<file path="config.mk">
export PLATFORM = sky130hd
export DESIGN_NAME = cogsc_top
export DESIGN_NICKNAME = d
export VERILOG_FILES = /design/src/shared/cogsc_pkg.sv /design/src/cogsc_top.sv /design/src/cogsc_gate.sv
export SDC_FILE = /design/constraint.sdc
export NUM_CORES = 1
export LEC_CHECK = 0
export BUFFER_PORTS_ARGS = -buffer_cell sky130_fd_sc_hd__buf_2
export CORE_MARGIN = 2
export CORE_UTILIZATION = 35
export DETAILED_ROUTE_END_ITERATION = 12
export SYNTH_ARGS = -nofsm -noshare
export SYNTH_HDL_FRONTEND = slang
export SYNTH_SLANG_ARGS = --single-unit
</file>
<file path="constraint.sdc">
create_clock -name clk_in -period 5.5 [get_ports clk_in]
set_input_delay 1.1 -clock clk_in [delete_from_list [all_inputs] [get_ports clk_in]]
set_output_delay 1.1 -clock clk_in [all_outputs]
set_load 0.03 [all_outputs]
</file>
<file path="src/shared/cogsc_pkg.sv">
// constants, state types and carriers for the clock output gating block
// assumes a single 10 MHz core clock; pins are asynchronous to it
package cogsc_pkg;
  localparam logic [6:0] SLV_ADDR7    = 7'h6b;
  localparam logic [6:0] IDX_CFG0     = 7'h00;
  localparam logic [6:0] IDX_OE_LOW   = 7'h01;
  localparam logic [6:0] IDX_BCNT     = 7'h04;
  localparam logic [7:0] RST_CFG0     = 8'h00;
  localparam logic [7:0] RST_OE_LOW   = 8'h17;
  localparam logic [7:0] RST_BCNT     = 8'h06;
  localparam int         OUT0_POS     = 4;
  localparam int         OUT1_POS     = 2;
  localparam int         OUT2_POS     = 1;
  localparam int         OUT3_POS     = 0;
  localparam int         CMD_MODE_POS = 7;
  localparam logic [3:0] BITS_BYTE    = 4'h8;
  localparam logic [3:0] LAST_TX_BIT  = 4'h7;
  localparam logic [1:0] BIDX_ADDR    = 2'h0;
  localparam logic [1:0] BIDX_CMD     = 2'h1;
  localparam logic [1:0] BIDX_CNT     = 2'h2;
  localparam logic [1:0] BIDX_DATA    = 2'h3;
  localparam logic [1:0] CNT_SAT      = 2'h3;
  localparam int         REF_HALF_CYC = 2;

  typedef enum logic [2:0] {S_IDLE, S_RX, S_ACK, S_TX, S_MACK} cogsc_i2c_st_t;

  typedef struct packed {
    logic [7:0] cfg0;
    logic [7:0] oe_low;
    logic [7:0] bcnt;
  } cogsc_regs_t;

  typedef struct packed {
    logic       scl;
    logic       sda;
    logic       pg_pin;
    logic       spread;
    logic [3:0] oe;
  } cogsc_pins_t;

  typedef struct packed {
    cogsc_pins_t   p1;
    cogsc_pins_t   p2;
    cogsc_pins_t   p3;
    logic          pg_seen;
    logic          spread;
    logic          ref_clk;
    logic [7:0]    div;
    cogsc_regs_t   regs;
    cogsc_i2c_st_t fsm;
    logic [7:0]    sh;
    logic [3:0]    cnt;
    logic [1:0]    bidx;
    logic          rw;
    logic          byte_mode;
    logic [6:0]    ptr;
    logic          first_tx;
    logic          mack;
    logic          sda_oe;
  } cogsc_top_st_t;

  typedef struct packed {
    logic       en1;
    logic       gate;
    logic       out;
    logic [1:0] wait_cnt;
    logic [1:0] off_cnt;
  } cogsc_gate_st_t;
endpackage

</file>
<file path="src/cogsc_top.sv">
// power-good/power-down control, output gating and two-wire config slave
// assumes all pins are asynchronous; the slave never stretches the clock line
// Overview of operation
// - power-good low at startup keeps outputs off
// - after power-good seen, low pin means standby
// - power-down stops outputs cleanly, held low
// - standby also stops oscillator and serial slave
// - release restarts outputs within two-six cycles
// - output runs only when pin and bit high
// - restart gives only whole clock pulses
// - enable to active output within six cycles
// - disabled output stops cleanly, then held low
// - spread select sampled, drives downward spread
// - registers take defaults at power-up
// - byte and block reads and writes
// - block bytes ascend, stop after any byte
// - command code carries the register index
// - answer only to own address pattern
// - block write: address, command, count, data
// - block read returns count, then data bytes
// - byte write: address, command, one data
// - byte read: address, command, one data back
// - register one holds four output enables
// - byte count register defaults to six
module cogsc_top #(
  parameter int REF_HALF = cogsc_pkg::REF_HALF_CYC
) (
  input  wire logic       clk_in,
  input  wire logic       reset_n_in,
  input  wire logic       power_good_or_powerdown_pin_in,
  input  wire logic       spread_select_input_in,
  input  wire logic [3:0] oe_pins_in,
  input  wire logic       scl_in,
  input  wire logic       sda_in,
  output logic            sda_out_out,
  output logic            sda_oe_out,
  output logic [3:0]      differential_clock_outputs_out,
  output logic            spread_enable_out,
  output logic            osc_enable_out
);
  localparam logic [7:0] HALF_M1 = 8'(REF_HALF - 1);

  cogsc_pkg::cogsc_top_st_t s_r;
  cogsc_pkg::cogsc_top_st_t s_nxt;
  cogsc_pkg::cogsc_pins_t   pins;
  logic                     standby;
  logic                     scl_rise;
  logic                     scl_fall;
  logic                     bus_start;
  logic                     bus_stop;
  logic                     ref_run;
  logic                     ref_rise;
  logic                     ref_fall;
  logic [3:0]               en_bits;
  logic [3:0]               en_req;
  logic [3:0]               gate_open;
  logic [7:0]               tx_byte;
  logic                     tx_is_cnt;

  function automatic logic [7:0] rd_reg(cogsc_pkg::cogsc_regs_t r, logic [6:0] idx);
    logic [7:0] d;
    d = 8'h00;
    case (idx)
      cogsc_pkg::IDX_CFG0:   d = r.cfg0;
      cogsc_pkg::IDX_OE_LOW: d = r.oe_low;
      cogsc_pkg::IDX_BCNT:   d = r.bcnt;
      default:               d = 8'h00;
    endcase
    return d;
  endfunction

  function automatic cogsc_pkg::cogsc_regs_t wr_reg(cogsc_pkg::cogsc_regs_t r,
                                                    logic [6:0] idx, logic [7:0] d);
    cogsc_pkg::cogsc_regs_t w;
    w = r;
    case (idx)
      cogsc_pkg::IDX_CFG0:   w.cfg0 = d;
      cogsc_pkg::IDX_OE_LOW: w.oe_low = d;
      cogsc_pkg::IDX_BCNT:   w.bcnt = d;
      default:               w = r;
    endcase
    return w;
  endfunction

  assign pins = '{scl: scl_in, sda: sda_in, pg_pin: power_good_or_powerdown_pin_in,
                  spread: spread_select_input_in, oe: oe_pins_in};

  // edges are taken between the second and third stages only
  assign scl_rise  = s_r.p2.scl & ~s_r.p3.scl;
  assign scl_fall  = ~s_r.p2.scl & s_r.p3.scl;
  assign bus_start = s_r.p2.scl & s_r.p3.scl & s_r.p3.sda & ~s_r.p2.sda;
  assign bus_stop  = s_r.p2.scl & s_r.p3.scl & ~s_r.p3.sda & s_r.p2.sda;

  assign standby = s_r.pg_seen & ~s_r.p2.pg_pin;

  // oscillator keeps running until every gate has closed at a low phase
  assign ref_run  = ~standby | (|gate_open) | s_r.ref_clk;
  assign ref_rise = ref_run & (s_r.div == HALF_M1) & ~s_r.ref_clk;
  assign ref_fall = ref_run & (s_r.div == HALF_M1) & s_r.ref_clk;

  assign en_bits[0] = s_r.regs.oe_low[cogsc_pkg::OUT0_POS];
  assign en_bits[1] = s_r.regs.oe_low[cogsc_pkg::OUT1_POS];
  assign en_bits[2] = s_r.regs.oe_low[cogsc_pkg::OUT2_POS];
  assign en_bits[3] = s_r.regs.oe_low[cogsc_pkg::OUT3_POS];
  assign en_req = s_r.p2.oe & en_bits & {4{s_r.pg_seen & ~standby}};

  // block read sends the count first, then ascending registers
  assign tx_is_cnt = s_r.first_tx & ~s_r.byte_mode;
  assign tx_byte   = tx_is_cnt ? s_r.regs.bcnt : rd_reg(s_r.regs, s_r.ptr);

  always_comb
  begin
    s_nxt    = s_r;
    s_nxt.p1 = pins;
    s_nxt.p2 = s_r.p1;
    s_nxt.p3 = s_r.p2;
    if (s_r.p2.pg_pin)
    begin
      s_nxt.pg_seen = 1'b1;
    end
    s_nxt.spread = s_r.p2.spread;
    if (ref_run)
    begin
      if (s_r.div == HALF_M1)
      begin
        s_nxt.div     = 8'h00;
        s_nxt.ref_clk = ~s_r.ref_clk;
      end
      else
      begin
        s_nxt.div = s_r.div + 8'h01;
      end
    end
    if (standby)
    begin
      s_nxt.fsm    = cogsc_pkg::S_IDLE;
      s_nxt.sda_oe = 1'b0;
    end
    else if (bus_start)
    begin
      s_nxt.fsm    = cogsc_pkg::S_RX;
      s_nxt.cnt    = 4'h0;
      s_nxt.bidx   = cogsc_pkg::BIDX_ADDR;
      s_nxt.sda_oe = 1'b0;
    end
    else if (bus_stop)
    begin
      s_nxt.fsm    = cogsc_pkg::S_IDLE;
      s_nxt.sda_oe = 1'b0;
    end
    else
    begin
      case (s_r.fsm)
        cogsc_pkg::S_IDLE:
        begin
          s_nxt.sda_oe = 1'b0;
        end
        cogsc_pkg::S_RX:
        begin
          if (scl_rise)
          begin
            s_nxt.sh  = {s_r.sh[6:0], s_r.p2.sda};
            s_nxt.cnt = s_r.cnt + 4'h1;
          end
          else if (scl_fall && s_r.cnt == cogsc_pkg::BITS_BYTE)
          begin
            s_nxt.cnt    = 4'h0;
            s_nxt.fsm    = cogsc_pkg::S_ACK;
            s_nxt.sda_oe = 1'b1;
            s_nxt.bidx   = (s_r.bidx == cogsc_pkg::BIDX_DATA) ? s_r.bidx
                                                               : s_r.bidx + 2'h1;
            case (s_r.bidx)
              cogsc_pkg::BIDX_ADDR:
              begin
                s_nxt.rw       = s_r.sh[0];
                s_nxt.first_tx = 1'b1;
                if (s_r.sh[7:1] != cogsc_pkg::SLV_ADDR7)
                begin
                  s_nxt.fsm    = cogsc_pkg::S_IDLE;
                  s_nxt.sda_oe = 1'b0;
                end
              end
              cogsc_pkg::BIDX_CMD:
              begin
                s_nxt.byte_mode = s_r.sh[cogsc_pkg::CMD_MODE_POS];
                s_nxt.ptr       = s_r.sh[6:0];
              end
              cogsc_pkg::BIDX_CNT:
              begin
                // block count byte is only acknowledged, never stored
                if (s_r.byte_mode)
                begin
                  s_nxt.regs = wr_reg(s_r.regs, s_r.ptr, s_r.sh);
                  s_nxt.ptr  = s_r.ptr + 7'h01;
                end
              end
              default:
              begin
                s_nxt.regs = wr_reg(s_r.regs, s_r.ptr, s_r.sh);
                s_nxt.ptr  = s_r.ptr + 7'h01;
              end
            endcase
          end
        end
        cogsc_pkg::S_ACK:
        begin
          if (scl_fall)
          begin
            if (s_r.rw)
            begin
              s_nxt.sh       = tx_byte;
              s_nxt.sda_oe   = ~tx_byte[7];
              s_nxt.cnt      = 4'h0;
              s_nxt.first_tx = 1'b0;
              s_nxt.fsm      = cogsc_pkg::S_TX;
              if (!tx_is_cnt)
              begin
                s_nxt.ptr = s_r.ptr + 7'h01;
              end
            end
            else
            begin
              s_nxt.sda_oe = 1'b0;
              s_nxt.fsm    = cogsc_pkg::S_RX;
            end
          end
        end
        cogsc_pkg::S_TX:
        begin
          if (scl_fall)
          begin
            if (s_r.cnt == cogsc_pkg::LAST_TX_BIT)
            begin
              s_nxt.sda_oe = 1'b0;
              s_nxt.fsm    = cogsc_pkg::S_MACK;
            end
            else
            begin
              s_nxt.sh     = {s_r.sh[6:0], 1'b0};
              s_nxt.sda_oe = ~s_r.sh[6];
              s_nxt.cnt    = s_r.cnt + 4'h1;
            end
          end
        end
        cogsc_pkg::S_MACK:
        begin
          if (scl_rise)
          begin
            s_nxt.mack = ~s_r.p2.sda;
          end
          else if (scl_fall)
          begin
            if (s_r.mack)
            begin
              s_nxt.sh       = tx_byte;
              s_nxt.sda_oe   = ~tx_byte[7];
              s_nxt.cnt      = 4'h0;
              s_nxt.first_tx = 1'b0;
              s_nxt.fsm      = cogsc_pkg::S_TX;
              if (!tx_is_cnt)
              begin
                s_nxt.ptr = s_r.ptr + 7'h01;
              end
            end
            else
            begin
              s_nxt.fsm = cogsc_pkg::S_IDLE;
            end
          end
        end
        default:
        begin
          s_nxt.fsm    = cogsc_pkg::S_IDLE;
          s_nxt.sda_oe = 1'b0;
        end
      endcase
    end
  end

  always_ff @(posedge clk_in or negedge reset_n_in)
  begin
    if (!reset_n_in)
    begin
      s_r              <= '0;
      s_r.fsm          <= cogsc_pkg::S_IDLE;
      // link stages start at the idle level, so no false edge follows reset
      s_r.p1.scl       <= 1'b1;
      s_r.p1.sda       <= 1'b1;
      s_r.p2.scl       <= 1'b1;
      s_r.p2.sda       <= 1'b1;
      s_r.p3.scl       <= 1'b1;
      s_r.p3.sda       <= 1'b1;
      s_r.regs.cfg0    <= cogsc_pkg::RST_CFG0;
      s_r.regs.oe_low  <= cogsc_pkg::RST_OE_LOW;
      s_r.regs.bcnt    <= cogsc_pkg::RST_BCNT;
    end
    else
    begin
      s_r <= s_nxt;
    end
  end

  for (genvar i = 0; i < 4; i++)
  begin : g_out
    cogsc_gate u_gate (
      .clk_in      (clk_in),
      .reset_n_in  (reset_n_in),
      .ref_rise_in (ref_rise),
      .ref_fall_in (ref_fall),
      .en_req_in   (en_req[i]),
      .clk_out     (differential_clock_outputs_out[i]),
      .open_out    (gate_open[i])
    );
  end

  assign sda_out_out       = 1'b0;
  assign sda_oe_out        = s_r.sda_oe;
  assign spread_enable_out = s_r.spread;
  assign osc_enable_out    = ref_run;
endmodule

</file>
<file path="src/cogsc_gate.sv">
// one output clock gate: starts and stops only on the low phase
// assumes ref_rise_in / ref_fall_in are one-cycle pulses of the internal reference
module cogsc_gate (
  input  wire logic clk_in,
  input  wire logic reset_n_in,
  input  wire logic ref_rise_in,
  input  wire logic ref_fall_in,
  input  wire logic en_req_in,
  output logic      clk_out,
  output logic      open_out
);
  cogsc_pkg::cogsc_gate_st_t s_r;
  cogsc_pkg::cogsc_gate_st_t s_nxt;

  always_comb
  begin
    s_nxt = s_r;
    // gate changes only at a falling edge, so no pulse is cut or stretched
    if (ref_fall_in)
    begin
      s_nxt.en1  = en_req_in;
      s_nxt.gate = s_r.en1;
      s_nxt.out  = 1'b0;
    end
    else if (ref_rise_in)
    begin
      s_nxt.out = s_r.gate;
    end
    // helper counts, watched by the checks below
    if (en_req_in && !s_r.gate)
    begin
      if (ref_rise_in && s_r.wait_cnt != cogsc_pkg::CNT_SAT)
      begin
        s_nxt.wait_cnt = s_r.wait_cnt + 2'h1;
      end
    end
    else
    begin
      s_nxt.wait_cnt = 2'h0;
    end
    if (!en_req_in && s_r.gate)
    begin
      if (ref_fall_in && s_r.off_cnt != cogsc_pkg::CNT_SAT)
      begin
        s_nxt.off_cnt = s_r.off_cnt + 2'h1;
      end
    end
    else
    begin
      s_nxt.off_cnt = 2'h0;
    end
  end

  always_ff @(posedge clk_in or negedge reset_n_in)
  begin
    if (!reset_n_in)
    begin
      s_r <= '0;
    end
    else
    begin
      s_r <= s_nxt;
    end
  end

  assign clk_out  = s_r.out;
  assign open_out = s_r.gate;
endmodule

</file>
; ---- Word-level counts from Yosys, hierarchy flattened
; Cells that the tools add are included.
; W data, S select, Z words.
[totals]
register_bits = 94
latch_bits = 0
ram_bits = 0
romBits = 0
out_inout_bits = 8
n_memories = 0
[op_classes]
add_sub_neg = 4
mul = 0
div = 0
magnitude_cmp = 0
eq_ne = 47
n_shift = 0
mux = 72
bitwise_logic = 31
n_reduce_logical = 24
[ops]
columns = op, n
row1 = $mux W8, 11
row2 = $mux W15, 4
row3 = $mux W12, 4
row4 = $pmux W12 S4, 1
row5 = $pmux W24 S2, 1
row6 = $pmux W8 S3, 2
row7 = $ne A5 B5 Y1 const B, 8
row8 = $ne A2 B2 Y1 const B, 14
row9 = $mux W1, 27
row10 = $mux W24, 1
row11 = $ne A3 B3 Y1 const B, 8
row12 = $reduce_and A12 Y1, 2
row13 = $mux W3, 7
row14 = $pmux W7 S3, 1
row15 = $reduce_and A7 Y1, 3
row16 = $mux W17, 1
row17 = $mux W16, 1
row18 = $reduce_and A8 Y1, 2
row19 = $pmux W3 S5, 1
row20 = $mux W7, 2
row21 = $not A1 Y1, 14
row22 = $and A1 B1 Y1, 13
row23 = $reduce_and A13 Y1, 1
row24 = $reduce_and A11 Y1, 1
row25 = other kinds (36), 48

; ---- Logic depth before layout (Yosys ltp)
[logic_depth]
ltp_word = 11
ltp_mapped = 9
depth_no_buf = 7

; ---- By module
; From an unflattened synthesis, not the netlist that was laid out.
[unflattened]
hier_cells = 419
hier_area_um2 = 4677.0
[modules_own_cells]
columns = mod, n_inst, cells_each, area_each_um2, seq_area_each_um2
row1 = cogsc_top, 1, 391, 4231.6, 2067.0
row2 = cogsc_gate, 4, 7, 111.4, 75.1

; ---- Least setup slack after synthesis
; Ideal clock, no wire load.
[synth_timing]
path_kind = reg-to-output
from = reg s_r[63] in the netlist's numbering
to = out osc_enable_out
arrival_ns = 1.176
t_required_ns = 4.400
slack_ns = 3.224
stages_incl_launch_ff = 4
path_buffers = 1
cell_sequence = dfrtp_1 nor2b_1 clkbuf_1 nand3_1
[synth_between]
elab_chain_len = 4
[synth_rtl]
columns = element, line_no
row1 = from (decl), cogsc_top.sv:43  ; cogsc_pkg::cogsc_top_st_t s_r;
row2 = from (signal assigned), cogsc_top.sv:299  ; s_r <= s_nxt;
row3 = $and A1 B1 Y1, cogsc_top.sv:94  ; assign standby = s_r.pg_seen & ~s_r.p2.pg_pin;
row4 = $not A1 Y1 (no line), n/a
row5 = $or A1 B1 Y1 (2 in a row), cogsc_top.sv:97  ; assign ref_run = ~standby | (|gate_open) | s_r.ref_clk;
row6 = to (decl), cogsc_top.sv:39  ; output logic osc_enable_out
; No other way between the ends.

; ---- Worst setup path after layout
; Same ends and word-level chain as after synthesis.

==> results by group <==
Route
  – # DRC: 0
  – Drt initial violations: 197
  – Routed Antenna Nets: 0
  – DRT Wirelength: 10500 um
  – Drt first pass iters: 4
  – Vias: 3379
  – Routed wire length per instance: 17.1 um
  – Routed vias/inst: 5.49

Logic synthesis
  – Sequential share of the synthesized area: 0.500
  – Synth Instances: 431
  – Syn_area_per_cell: 11.0 um^2
  – Unique masters post-synth: 71
  – Top_reg_cell synth: dfrtp_1
  – Top-area cell type share of the netlist area: 0.434
  – Asr flop ratio synth: 1.00
  – #FFs+latches synth: 94
  – Post-synth EDFFs: 0
  – Top cells by count, synth: dfrtp_1 (82), mux2_1 (34), nand2_1 (29), inv_1 (19)
  – Most numerous cell in the Yosys netlist: dfrtp_1
  – Synthesis Warnings: 0
  – Mapped Area: 4730 um^2
  – Post-Syn Nets: 452
  – Top cells by area in the synthesized netlist: dfrtp_1 (43%), mux2_1 (8.1%), dfstp_2 (6.7%)
  – Leading area contributor after synthesis: dfrtp_1

Power and ir drop
  – Static Leak: 0.00225 uW
  – Power Density: 295 nW/um^2
  – Worst vdd ir: 153 uV
  – Final Power: 1540 uW

STA
  – Fmax: 322 MHz
  – Slew Limit Fails: 0
  – Tmin final: 3110 ps
  – Setup TNS: 0 ps
  – Slew Limit Headroom: 0.551
  – Worst Clk Skew: 10.4 ps
  – Worst-Margin Slew: 671 ps
  – Final Hold Fails: 0
  – Tcrit/Tclk final: 0.565
  – Setup violations, final: 0
  – RSZ-0062 raised after global routing: false

Worst setup path
  – Crit path launch type: flip-flop
  – Reg-to-reg startpoint: s_r[27]$_DFFE_PN0P_
  – Crit path cell chain: nor2b_1, nand3_1, buf_2
  – Critical-path top delay cell: nor2b_1
  – Worst path required time: 4400 ps
  – Crit path max fanout: 10
  – Crit path DAT: 2010 ps
  – CP max stage delay: 520 ps
  – Kind of critical path: reg2out
  – R2r worst-path depth: 5
  – R2R setup slack: 2750 ps
  – Crit end category: output port

Cells and area
  – Layout cell share with drive strength beyond 1: 0.145
  – Layout area overhead: 10.5%
  – # diodes: 0
  – Fin nets: 456

Global route
  – First-pass GRT wire length: 18200 um
  – Grt total ovfl: 0
  – Initial antenna violation count: 0
  – Vias in the first global route: 3501
  – Overall Global Routing Usage: 0.159
  – Largest net degree at the start of global routing: 54

Min path
  – Hold path depth: 0
  – Hold EP: spread_enable_out$_DFF_PN0_
  – Min-delay src: s_nxt[62]$_DFF_PN0_
  – Hold Path Class: reg2reg

Clock tree
  – # hold bufs at CTS: 0
  – Clk buf depth: 2
  – CTS root buffer: clkbuf_16
  – Inserted Clock Buffers: 9
  – Postcts setup bufs: 0
  – Clock Latency Late Sink: 350 ps
  – Resize count post-CTS: 0
  – Clock Pin Slew Worst Setup and Hold Paths: 70 ps
  – H-Tree Depth: 3
  – CTS sink cnt: 94
  – CTS tree: yes

Die
  – Die width: 120 um
  – Row count: 42
  – Die height: 120 um
  – # IOs: 18
  – Initial Util: 0.357
  – DIE AREA: 14500 um^2
  – Core area: 13200 um^2

Job
  – Max Cap Viol: 0

Placed design
  – I/O Buffers: 16
  – Hpwl dp: 7390 um
  – Final GP Congestion: 0.955

Outcome
  – Outcome: complete, no violations
==> layout by cell type (no fill, tap or decap), drive strengths merged, types with 3 or more instances in the layout <==
master,n
a211o,3
a211oi,7
a21oi,12
a221oi,5
a22o,7
a22oi,4
a31oi,6
a32o,3
a32oi,6
and2,3
buf,17
clkbuf,12
dfrtp,82
dfstp,12
ha,11
inv,21
mux2,41
mux2i,5
nand2,32
nand2b,6
nand3,14
nand3b,5
nand4,9
nor2,17
nor2b,6
nor3,10
nor3b,6
o211ai,4
o21ai,21
o22ai,3
o31ai,4
o32ai,3
or2,3
xnor2,4
xor2,4
==> worst max-delay path: cells and delay by family, from the launching register on <==
kind	cells	cell delay, ps
buffers and inverters	1	300
DFF	1	420
and+or+nand+nor	2	930
==> registers in the layout (all words and copies together), names as in the netlist, named ones only <==
| register | cells |
|---|---|
| spread_enable_out | 1 |
| en_bits | 4 |
| g_out.u_gate.s_r | 4 |
| s_r | 54 |
| sda_oe_out | 1 |
| g_out.u_gate.clk_out | 4 |
| g_out.u_gate.open_out | 4 |
| s_nxt | 16 |
==> cells by family (layout without fill, tap and decap cells) <==
group | Yosys count | in the layout | share of synthesized area
xor+xnor | 8 | 8 | 0.0148
flops | 94 | 94 | 0.500
buf+inv | 44 | 53 | 0.0399
simple gates | 124 | 124 | 0.148
compound gates | 103 | 103 | 0.159
other cells | 1 | 1 | 0.000793
fa+ha+maj | 11 | 11 | 0.0291
mux | 46 | 46 | 0.108
==> cell type report <==
type | instances | area, um^2
Multi-Input combinational cell | 293 | 2170
Clock buffer | 12 | 246
Timing Repair Buffer | 17 | 90.1
Inverter | 20 | 75.1
Tap cell | 176 | 220
Clock inverter | 4 | 55.1
Sequential cell | 94 | 2370
Fill cell | 1322 | 8010
==> report_power, final <==
group / total (uW) / internal (uW) / switching [uW]
clock network: 636 / 368 / 268
registers: 772 / 730 / 42.4
logic: 135 / 52.6 / 82.2
==> worst max-delay path by stage <==
stage,endpoint,depth (start not counted),startpoint
finish,osc_enable_out,3,s_r[63]$_DFFE_PN0P_
global route,osc_enable_out,3,s_r[63]$_DFFE_PN0P_
CTS,osc_enable_out,3,s_r[63]$_DFFE_PN0P_
detailed placement,osc_enable_out,3,s_r[63]$_DFFE_PN0P_
global placement,osc_enable_out,3,s_r[63]$_DFFE_PN0P_
floorplan,osc_enable_out,3,s_r[63]$_DFFE_PN0P_
==> through the flow <==
| stage | setup slack [ps] | util | cell area, um^2 | cells | hold WS (ps) |
|---|---|---|---|---|---|
| 6_report | 2390 | 0.395 | 5230 | 616 | 347 |
| 5_1_grt | 2200 | 0.395 | 5230 | 616 | 355 |
| 4_1_cts | 2370 | 0.395 | 5230 | 616 | 348 |
| 3_5_place_dp | 2770 | 0.372 | 4930 | 600 | 335 |
| 3_3_place_gp | 2870 | 0.372 | 4930 | 600 | 332 |
| 2_1_floorplan | 3220 | - | 4730 | 431 | 331 |
==> per-layer routing <==
layer | GRT usage | routed length, um | vias to the layer above
li1 | - | - | 1610
met1 | 0.217 | 4890 | 1680
met2 | 0.248 | 5030 | 75
met3 | 0.0259 | 421 | 14
met4 | 0.0763 | 201 | 0
met5 | 0 | 0 | -
Power figures use the tool's default switching activity.
